**src/rtl/inv_drive_pkg.sv**
```systemverilog
// Purpose: shared constants and carriers for the inverter drive block
// Assumes: core clock of 100 MHz
// Notes:   periods are in core clock cycles
`default_nettype none
package inv_drive_pkg;
	localparam int unsigned CORE_CLK_HZ     = 100_000_000;
	localparam int unsigned DEAD_NS         = 100;
	localparam int unsigned DEAD_CYC        = (DEAD_NS * (CORE_CLK_HZ / 1_000_000) + 999) / 1000;
	localparam int unsigned PING_FREQ_HZ    = 175_000;
	localparam int unsigned MIN_FREQ_HZ     = 110_000;
	localparam int unsigned MAX_FREQ_HZ     = 205_000;
	localparam logic [9:0]  PING_PERIOD     = 10'(CORE_CLK_HZ / PING_FREQ_HZ);
	localparam logic [9:0]  MIN_PERIOD      = 10'((CORE_CLK_HZ + MAX_FREQ_HZ - 1) / MAX_FREQ_HZ);
	localparam logic [9:0]  MAX_PERIOD      = 10'(CORE_CLK_HZ / MIN_FREQ_HZ);
	localparam int unsigned MCU_CLK_HZ      = 40_000_000;
	localparam int unsigned ADC_CLK_HZ      = 1_000_000;
	localparam int unsigned ADC_DIV         = CORE_CLK_HZ / ADC_CLK_HZ / 2;
	localparam int unsigned ADC_CLKS_SAMPLE = 16;
	localparam int unsigned SEQ_STEP_US     = 10;
	localparam int unsigned SEQ_STEP_CYC    = SEQ_STEP_US * (CORE_CLK_HZ / 1_000_000);
	localparam int unsigned OTP_WORDS       = 4;
	localparam logic [7:0]  TEMP_HOT_C      = 8'h8C;
	localparam logic [7:0]  TEMP_COOL_C     = 8'h6E;
	localparam int unsigned GPIO_N          = 3;

	typedef struct packed {
		logic hs_a;
		logic ls_a;
		logic hs_b;
		logic ls_b;
	} gate_t;

	typedef struct packed {
		logic        valid;
		logic [2:0]  chan;
		logic [11:0] data;
	} adc_result_t;

	typedef struct packed {
		logic       overcurrent;
		logic       overtemp;
		logic       ref_on;
		logic       reg_on;
		logic       drive_on;
		logic       asleep;
		logic       trim_done;
	} status_t;
endpackage
`default_nettype wire

```
**src/rtl/inverter_drive_protection.sv**
```systemverilog
// Purpose: digital side of a transmitter inverter drive with protection
// Assumes: inputs synchronous to i_core_clk; adc bit comes from a SAR slice
// Notes:   one top module; all outputs registered
`default_nettype none
module inverter_drive_protection
	import inv_drive_pkg::*;
(
	input  wire logic                 i_core_clk,
	input  wire logic                 i_rst_n,
	input  wire logic                 i_chip_reset,
	input  wire logic                 i_enable_n,
	input  wire logic                 i_overcurrent_trip_level,
	input  wire logic [7:0]           i_die_temp_c,
	input  wire logic                 i_ping_phase,
	input  wire logic [9:0]           i_period_cyc,
	input  wire logic [9:0]           i_on_cyc,
	input  wire logic                 i_demod_filter_input,
	input  wire logic [2:0]           i_adc_chan,
	input  wire logic                 i_adc_cmp,
	input  wire logic [15:0]          i_otp_data,
	input  wire logic [GPIO_N-1:0]    i_gpio_set,
	output logic                      o_mcu_clk,
	output logic                      o_mcu_boot,
	output logic                      o_adc_clk,
	output logic [11:0]               o_adc_dac,
	output inv_drive_pkg::adc_result_t o_adc_result,
	output logic                      o_demod_bit,
	output logic [1:0]                o_otp_addr,
	output logic [63:0]               o_trim,
	output inv_drive_pkg::gate_t      o_gate,
	output inv_drive_pkg::status_t    o_status,
	output logic [GPIO_N-1:0]         o_gpio
);
	typedef enum logic [2:0] {S_SLEEP, S_OTP, S_REF, S_REG, S_RUN} seq_t;

	logic        rst;
	seq_t        seq_q, seq_d;
	logic [10:0] tmr_q, tmr_d;
	logic [2:0]  otp_q, otp_d;
	logic [63:0] trim_q, trim_d;
	logic        boot_q, boot_d;
	logic        hot_q, hot_d;
	status_t     st_q, st_d;
	logic [9:0]  ph_q, ph_d;
	logic [9:0]  per_q, per_d;
	logic [9:0]  on_q, on_d;
	logic        oc_q, oc_d;
	logic        pwm_q, pwm_d;
	logic [3:0]  dt_q, dt_d;
	gate_t       gate_q, gate_d;
	logic [2:0]  mck_q, mck_d;
	logic        mclk_q, mclk_d;
	logic [5:0]  adiv_q, adiv_d;
	logic        aclk_q, aclk_d;
	logic [3:0]  abit_q, abit_d;
	logic [11:0] asar_q, asar_d;
	logic [2:0]  ach_q, ach_d;
	adc_result_t ares_q, ares_d;
	logic [2:0]  dsh_q, dsh_d;
	logic        dbit_q, dbit_d;
	logic [GPIO_N-1:0] gpio_q, gpio_d;

	assign rst = !i_rst_n || i_chip_reset;

	// power sequencing and trim load
	always_comb begin
		seq_d  = seq_q;
		tmr_d  = tmr_q;
		otp_d  = otp_q;
		trim_d = trim_q;
		boot_d = 1'b0;
		case (seq_q)
			S_SLEEP: begin
				if (!i_enable_n) begin
					seq_d = S_OTP;
					otp_d = 3'h0;
				end
			end
			S_OTP: begin
				// otp read is combinational on the registered address
				trim_d[otp_q[1:0]*16 +: 16] = i_otp_data;
				otp_d = otp_q + 3'h1;
				if (otp_q == 3'(OTP_WORDS - 1)) begin
					seq_d = S_REF;
					tmr_d = 11'h000;
				end
			end
			S_REF, S_REG: begin
				tmr_d = tmr_q + 11'h001;
				if (tmr_q == 11'(SEQ_STEP_CYC - 1)) begin
					tmr_d = 11'h000;
					seq_d = (seq_q == S_REF) ? S_REG : S_RUN;
					boot_d = (seq_q == S_REG);
				end
			end
			S_RUN: ;
			default: seq_d = S_SLEEP;
		endcase
		// enable high forces sleep from any state
		if (i_enable_n)
			seq_d = S_SLEEP;
		// between the thresholds the flag holds its state
		hot_d = hot_q;
		if (i_die_temp_c > TEMP_HOT_C)
			hot_d = 1'b1;
		else if (i_die_temp_c < TEMP_COOL_C)
			hot_d = 1'b0;
		st_d.overcurrent = oc_q;
		st_d.overtemp    = hot_q;
		st_d.ref_on      = (seq_q == S_REF) || (seq_q == S_REG) || (seq_q == S_RUN);
		st_d.reg_on      = (seq_q == S_REG) || (seq_q == S_RUN);
		st_d.drive_on    = (seq_q == S_RUN) && !hot_q;
		st_d.asleep      = (seq_q == S_SLEEP);
		st_d.trim_done   = st_d.ref_on;
		gpio_d = st_d.asleep ? '0 : i_gpio_set;
	end

	always_ff @(posedge i_core_clk) begin
		if (rst) begin
			seq_q  <= S_SLEEP;
			tmr_q  <= '0;
			otp_q  <= '0;
			trim_q <= '0;
			boot_q <= 1'b0;
			hot_q  <= 1'b0;
			st_q   <= '0;
			gpio_q <= '0;
		end else begin
			seq_q  <= seq_d;
			tmr_q  <= tmr_d;
			otp_q  <= otp_d;
			trim_q <= trim_d;
			boot_q <= boot_d;
			hot_q  <= hot_d;
			st_q   <= st_d;
			gpio_q <= gpio_d;
		end
	end

	// pwm, overcurrent and gate drive
	always_comb begin
		logic run;
		logic [9:0] p;
		logic [9:0] o;
		logic want_a;
		run = st_q.drive_on;
		p = i_ping_phase ? PING_PERIOD : i_period_cyc;
		// out-of-range periods are clamped rather than refused
		if (p < MIN_PERIOD)
			p = MIN_PERIOD;
		if (p > MAX_PERIOD)
			p = MAX_PERIOD;
		o = i_ping_phase ? {1'b0, p[9:1]} : i_on_cyc;
		if (!i_ping_phase && (p != MIN_PERIOD || o > {1'b0, p[9:1]}))
			o = {1'b0, p[9:1]};
		ph_d  = ph_q + 10'h001;
		per_d = per_q;
		on_d  = on_q;
		oc_d  = oc_q;
		// parked at all ones while stopped, so the first running edge wraps
		if (!run || ph_q >= per_q - 10'h001) begin
			ph_d  = run ? 10'h000 : 10'h3FF;
			per_d = p;
			on_d  = o;
			oc_d  = 1'b0;
		end
		// a trip in the wrap cycle keeps the flag: set beats re-arm
		if (run && i_overcurrent_trip_level)
			oc_d = 1'b1;
		pwm_d = run && (ph_d < on_d) && !oc_d;
		dt_d = (pwm_d != pwm_q) ? 4'(DEAD_CYC) : ((dt_q != 4'h0) ? dt_q - 4'h1 : 4'h0);
		// outside a trip, gates follow last cycle's pwm and each pwm edge waits out the dead time
		want_a = pwm_q;
		gate_d.hs_a = run && want_a && (dt_q == 4'h0) && !oc_d && !gate_q.ls_a;
		gate_d.ls_a = run && (oc_d || (!want_a && dt_q == 4'h0)) && !gate_d.hs_a;
		gate_d.hs_b = run && !want_a && !oc_d && (dt_q == 4'h0) && !gate_q.ls_b;
		gate_d.ls_b = run && want_a && (dt_q == 4'h0) && !gate_d.hs_b;
		if (gate_q.hs_a && gate_d.ls_a)
			gate_d.ls_a = 1'b0;
		if (gate_q.hs_b && gate_d.ls_b)
			gate_d.ls_b = 1'b0;
	end

	always_ff @(posedge i_core_clk) begin
		if (rst) begin
			ph_q   <= '0;
			per_q  <= PING_PERIOD;
			on_q   <= '0;
			oc_q   <= 1'b0;
			pwm_q  <= 1'b0;
			dt_q   <= '0;
			gate_q <= '0;
		end else begin
			ph_q   <= ph_d;
			per_q  <= per_d;
			on_q   <= on_d;
			oc_q   <= oc_d;
			pwm_q  <= pwm_d;
			dt_q   <= dt_d;
			gate_q <= gate_d;
		end
	end

	// clocks, converter and demodulator
	always_comb begin
		// 100 MHz in, 40 MHz out as a 2-3 pattern
		mck_d  = (mck_q == 3'h4) ? 3'h0 : mck_q + 3'h1;
		mclk_d = (mck_d == 3'h0) || (mck_d == 3'h2);
		adiv_d = adiv_q + 6'h01;
		aclk_d = aclk_q;
		if (adiv_q == 6'(ADC_DIV - 1)) begin
			adiv_d = 6'h00;
			aclk_d = !aclk_q;
		end
		abit_d = abit_q;
		asar_d = asar_q;
		ach_d  = ach_q;
		ares_d = ares_q;
		ares_d.valid = 1'b0;
		// one sar decision per falling edge of the converter clock
		if (adiv_q == 6'(ADC_DIV - 1) && aclk_q) begin
			abit_d = (abit_q == 4'(ADC_CLKS_SAMPLE - 1)) ? 4'h0 : abit_q + 4'h1;
			if (abit_q == 4'h0) begin
				ach_d  = i_adc_chan;
				asar_d = 12'h800;
			end else if (abit_q <= 4'hC) begin
				if (!i_adc_cmp)
					asar_d[4'hC - abit_q] = 1'b0;
				if (abit_q != 4'hC)
					asar_d[4'hB - abit_q] = 1'b1;
			end
			if (abit_q == 4'hD) begin
				ares_d.valid = 1'b1;
				ares_d.chan  = ach_q;
				ares_d.data  = asar_q;
			end
		end
		dsh_d  = {dsh_q[1:0], i_demod_filter_input};
		dbit_d = dbit_q;
		if (dsh_q == 3'b111)
			dbit_d = 1'b1;
		else if (dsh_q == 3'b000)
			dbit_d = 1'b0;
	end

	always_ff @(posedge i_core_clk) begin
		if (rst) begin
			mck_q  <= '0;
			mclk_q <= 1'b0;
			adiv_q <= '0;
			aclk_q <= 1'b0;
			abit_q <= '0;
			asar_q <= '0;
			ach_q  <= '0;
			ares_q <= '0;
			dsh_q  <= '0;
			dbit_q <= 1'b0;
		end else begin
			mck_q  <= mck_d;
			mclk_q <= mclk_d;
			adiv_q <= adiv_d;
			aclk_q <= aclk_d;
			abit_q <= abit_d;
			asar_q <= asar_d;
			ach_q  <= ach_d;
			ares_q <= ares_d;
			dsh_q  <= dsh_d;
			dbit_q <= dbit_d;
		end
	end

	assign o_mcu_clk    = mclk_q;
	assign o_mcu_boot   = boot_q;
	assign o_adc_clk    = aclk_q;
	assign o_adc_dac    = asar_q;
	assign o_adc_result = ares_q;
	assign o_demod_bit  = dbit_q;
	assign o_otp_addr   = otp_q[1:0];
	assign o_trim       = trim_q;
	assign o_gate       = gate_q;
	assign o_status     = st_q;
	assign o_gpio       = gpio_q;
endmodule
`default_nettype wire

```
**config.mk**
```make
export PLATFORM = sky130hd
export DESIGN_NAME = inverter_drive_protection
export DESIGN_NICKNAME = d
export VERILOG_FILES = /design/src/rtl/inv_drive_pkg.sv /design/src/rtl/inverter_drive_protection.sv
export SDC_FILE = /design/constraint.sdc
export NUM_CORES = 1
export LEC_CHECK = 0
export BUFFER_PORTS_ARGS = -buffer_cell sky130_fd_sc_hd__clkbuf_2
export CAP_MARGIN = 20
export CELL_PAD_IN_SITES_DETAIL_PLACEMENT = 1
export CELL_PAD_IN_SITES_GLOBAL_PLACEMENT = 1
export CORE_MARGIN = 2
export CORE_UTILIZATION = 37
export DETAILED_ROUTE_END_ITERATION = 6
export HOLD_SLACK_MARGIN = 0.06
export PLACE_DENSITY = 0.8
export RECOVER_POWER = 100
export SYNTH_ARGS = -nofsm -noshare
export SYNTH_HDL_FRONTEND = slang
export SYNTH_SLANG_ARGS = --single-unit
```
**constraint.sdc**
```tcl
create_clock -name i_core_clk -period 5 [get_ports i_core_clk]
set_input_delay 0.25 -clock i_core_clk [delete_from_list [all_inputs] [get_ports i_core_clk]]
set_output_delay 0.25 -clock i_core_clk [all_outputs]
set_load 0.05 [all_outputs]
```
==> results_tabular.tex <==
\begin{tabular}{lr}
\hline
Metric & Value \\
\hline
\multicolumn{2}{l}{\textbf{Finish}} \\
Multi-input logic area & between 0.004 and 0.005 mm2 \\
Share of layout cells above drive strength 1 & 0.117 \\
Number of filler cells placed in the layout & around 2700 \\
Count of placed standard cells in the final layout, fillers left out & approximately 1500 \\
Register area & around 0.0036 mm2 \\
ANT cells & 0 \\
Final \#Nets & 1268 \\
Area growth from synthesis to layout & 21.1\% \\
\multicolumn{2}{l}{\textbf{Global route}} \\
Antenna violations before repair & 0 \\
Overall overflow remaining after global route & 0 \\
Pin count of the biggest net entering global routing & 75 \\
Via count of the first global-routing pass & approximately 8000 \\
Total global routing track utilization & 0.216 \\
Wire length of the first global-routing pass & 41400 um \\
\multicolumn{2}{l}{\textbf{Route}} \\
Avg Vias per Cell & between 5 and 6 \\
DR WL/cell & 17.5 um \\
Antenna Violating Nets Remaining & 0 \\
DRC violation count after routing & 0 \\
Via count & 7846 \\
Initial DRC count & between 300 and 400 \\
Sum of routed wire length over all layers & 25500 um \\
Detailed-routing iteration count for the pre-antenna-repair pass & 4 \\
\multicolumn{2}{l}{\textbf{Floorplanning}} \\
Die extent in y & 154 um \\
Num ports & 170 \\
Die outline area & 0.0237 mm2 \\
Initial Utilization & 0.379 \\
Width of the die & 154 um \\
Core Box Area & 0.0220 mm2 \\
Core Rows & between 50 and 60 \\
\multicolumn{2}{l}{\textbf{Yosys}} \\
Syn\_nets & around 1100 \\
Synth Cell Area & $\sim$0.0083 mm2 \\
Unique cell type count in the Yosys netlist & between 60 and 70 \\
Portion of synthesized cell area occupied by the leading cell type & 0.438 \\
Part of the Yosys area used for sequential elements & 0.438 \\
Async S/R FF share, synth & 0 \\
Library cell occupying the most area in the post-synthesis netlist & sky130\_fd\_sc\_hd\_\_dfxtp\_1 \\
Number of flip-flops and latches in the synthesized netlist & between 150 and 200 \\
Most frequently used cell type in the post-synthesis netlist & sky130\_fd\_sc\_hd\_\_dfxtp\_1 \\
Top\_reg\_cell synth & sky130\_fd\_sc\_hd\_\_dfxtp\_1 \\
Top cell types by occurrence after synthesis & 182 x sky130\_fd\_sc\_hd\_\_dfxtp\_1, 143 x sky130\_fd\_sc\_hd\_\_nand2\_1, 128 x sky130\_fd\_sc\_hd\_\_a21oi\_1 \\
Largest cells by area after synthesis & sky130\_fd\_sc\_hd\_\_dfxtp\_1 44\%, sky130\_fd\_sc\_hd\_\_a21oi\_1 7.7\%, sky130\_fd\_sc\_hd\_\_ha\_1 6.9\%, sky130\_fd\_sc\_hd\_\_nand2\_1 6.5\%, sky130\_fd\_sc\_hd\_\_nand3\_1 5.5\% \\
Post-synthesis average cell area & roughly 8.3 um2 \\
Count of flip-flops with a built-in enable after synthesis & 0 \\
Number of synthesis warnings & 0 \\
Synth Instances & around 1000 \\
\multicolumn{2}{l}{\textbf{Timing}} \\
Summed negative setup slack over all endpoints & 0 ns \\
Max Clock Freq & about 210 MHz \\
Slew Limit Fails & 61 \\
Post-route clock skew & 0.0127 ns \\
Max transition margin & -0.803 \\
Final min period & between 4 and 5 ns \\
Final setup fails & 0 \\
RSZ-0062 raised after global routing & false \\
Final critical-path setup slack & 0.267 ns \\
Period Utilization, post-route & 0.947 \\
Final Hold Vio Count & 0 \\
Transition at the pin with the smallest max-transition slack & about 2.7 ns \\
\multicolumn{2}{l}{\textbf{Placement}} \\
Cell Count Post-Placement & between 1000 and 1500 \\
Routability Congestion & approximately 0.83 \\
DP Wirelength & about 18000 um \\
Worst setup slack after placement & -0.245 ns \\
Number of input and output port buffers inserted & between 150 and 200 \\
\multicolumn{2}{l}{\textbf{CTS}} \\
Clock root buffer master & sky130\_fd\_sc\_hd\_\_clkbuf\_16 \\
Clock insertion delay at the later pin of the skew report & 0.44 ns \\
Number of clock sinks & roughly 180 \\
Clock tree from TritonCTS & yes \\
Clk pin slew, worst setup/hold paths & 0.08 ns \\
CTS HTree Levels & 4 \\
Maximum number of buffers from clock root to sink & 2 \\
Number of buffers created by CTS & 17 \\
\multicolumn{2}{l}{\textbf{Worst setup path}} \\
Data required time of the critical path & roughly 5.3 ns \\
CP Data Arrival Time & approximately 5.0 ns \\
Number of cell instances on the worst register-to-register path & 16 \\
Crit path launch type & flop \\
Worst R2R Setup Slack & around 0.27 ns \\
Reg2reg start & per\_q[2] \\
Reg2reg end & dt\_q[1] \\
Nature of the critical path endpoint & flop \\
Critical-path maximum fanout & 6 \\
Critical path type & flop to flop \\
\multicolumn{2}{l}{\textbf{Worst hold path}} \\
Worst min path class & primary input to flop \\
Number of stages on the worst hold path & 3 \\
Hold path startpoint & i\_adc\_chan[2] \\
Endpoint, Worst Hold & ach\_q[2] \\
\multicolumn{2}{l}{\textbf{Pwr}} \\
Worst ir drop on vdd & 0.195 mV \\
Leak pwr & approximately 3.6 nW \\
Total power of the final layout & approximately 0.0031 W \\
Total power divided by cell area & 312 mW/mm2 \\
\multicolumn{2}{l}{\textbf{Outcome}} \\
Violations in the final reports & max-capacitance violations, max-slew violations \\
Result of the run & finished with violations \\
\multicolumn{2}{l}{\textbf{Flow run}} \\
Max\_cap viols & 1 \\
\hline
\end{tabular}
## metrics by stage
| step | util | hold WS (ns) | area [um2] |
|---|---|---|---|
| floorplan | - | 0.372 | 8320 |
| global placement | 0.430 | 0.401 | 9430 |
| detailed placement | 0.430 | 0.409 | 9430 |
| CTS | 0.463 | 0.0649 | 10200 |
| global route | 0.459 | 0.105 | 10100 |
| finish | 0.459 | 0.0784 | 10100 |
## registers in the layout (all words and copies together), names as in the netlist, 6 cells and up
register / flops
ph_q: 10
per_q: 10
o_adc_dac: 12
adiv_q: 6
o_adc_result: 16
tmr_q: 11
o_status: 6
on_q: 10
o_trim: 64
## worst max-delay path, cell delays in order, from the launching register on
cell and delay [ns]:
sky130_fd_sc_hd__dfxtp_1 0.31, sky130_fd_sc_hd__or4_1 0.57, sky130_fd_sc_hd__or3_4 0.37, sky130_fd_sc_hd__nor2_1 0.13, sky130_fd_sc_hd__xnor2_1 0.13, sky130_fd_sc_hd__ha_1 0.26
sky130_fd_sc_hd__o21a_1 0.11, sky130_fd_sc_hd__o21ai_0 0.42, sky130_fd_sc_hd__a21o_1 0.32, sky130_fd_sc_hd__buf_4 0.19, sky130_fd_sc_hd__nand2_1 0.09, sky130_fd_sc_hd__ha_1 0.31
sky130_fd_sc_hd__nand4_1 0.11, sky130_fd_sc_hd__or4_1 0.63, sky130_fd_sc_hd__a2111oi_4 0.30, sky130_fd_sc_hd__or3_4 0.21, sky130_fd_sc_hd__a41oi_1 0.10
## worst max-delay path by stage
stage	slack, ns	endpoint	cells after the start	startpoint
floorplan	0.12	dt_q[0]	18	per_q[2]
global placement	0.05	dt_q[0]	17	per_q[2]
detailed placement	-0.24	dt_q[0]	17	per_q[2]
CTS	0.06	dt_q[0]	17	per_q[2]
global route	0.01	dt_q[1]	17	per_q[2]
finish	0.27	dt_q[1]	16	per_q[2]
## cell families after synthesis
logic type	after synthesis	synth area share
buf+inv	88	0.0441
fa+ha+maj	46	0.0692
mux	11	0.0137
xor+xnor	32	0.0337
flops	182	0.438
compound gates	222	0.158
simple gates	424	0.243
## power breakdown
group,internal (W),leakage (nW),switching [W]
Clock,0.000773,0.308,0.000669
Combinational,0.0000817,1.87,0.000139
Sequential,0.00146,1.47,0.0000156
## metal layers
metal	up-vias	global-route usage	routed length [um]	share of wire
met5	-	0	0	0
met4	0	0.0806	640	0.025
met3	49	0.0448	1210	0.047
met2	176	0.364	12200	0.48
met1	3800	0.273	11500	0.45
li1	3821	-	-	-
## timing repair
action	4_1_cts	5_1_grt
pin swaps	0	2
resized for setup	4	6
endpoints found under the setup margin	4	5
buffers inserted	2	2
endpoints found under the hold margin	7	0
hold buffers	7	0
## layout make-up
cell class | count | area share
clock buffers | 17 | 0.0422
clock inverters | 15 | 0.0200
inverters | 28 | 0.0109
multi-input cells | 735 | 0.435
flip-flops and latches | 182 | 0.362
well taps | 280 | 0.0348
repair buffers | 200 | 0.0955
## cell usage in the layout (no fill, tap or decap), drive strengths merged, types with 3 or more instances in the layout
cell type / synthesis / final
clkbuf: 51 / 189
dfxtp: 182 / 182
nand2: 143 / 143
a21oi: 128 / 128
nand3: 92 / 92
nor2: 80 / 80
ha: 46 / 46
inv: 27 / 36
o21ai: 34 / 34
buf: 9 / 21
and2: 20 / 20
xnor2: 17 / 17
xor2: 15 / 15
nor3: 13 / 13
nor2b: 13 / 13
and3: 10 / 10
nand2b: 10 / 10
o211ai: 8 / 8
mux2i: 8 / 8
nor4: 8 / 8
nand4: 7 / 7
dlygate4sd3: 0 / 7
and4: 6 / 6
a211oi: 6 / 6
or2: 6 / 6
a31oi: 5 / 5
a22oi: 5 / 5
clkinv: 1 / 5
nand4b: 4 / 4
a311oi: 4 / 4
a32oi: 4 / 4
o21ba: 4 / 4
a21o: 3 / 3
o21a: 3 / 3
o22ai: 3 / 3
mux2: 3 / 3
or3: 3 / 3
nor3b: 3 / 3
a2111oi: 3 / 3
Note: power is estimated with default switching activity, not from simulation.
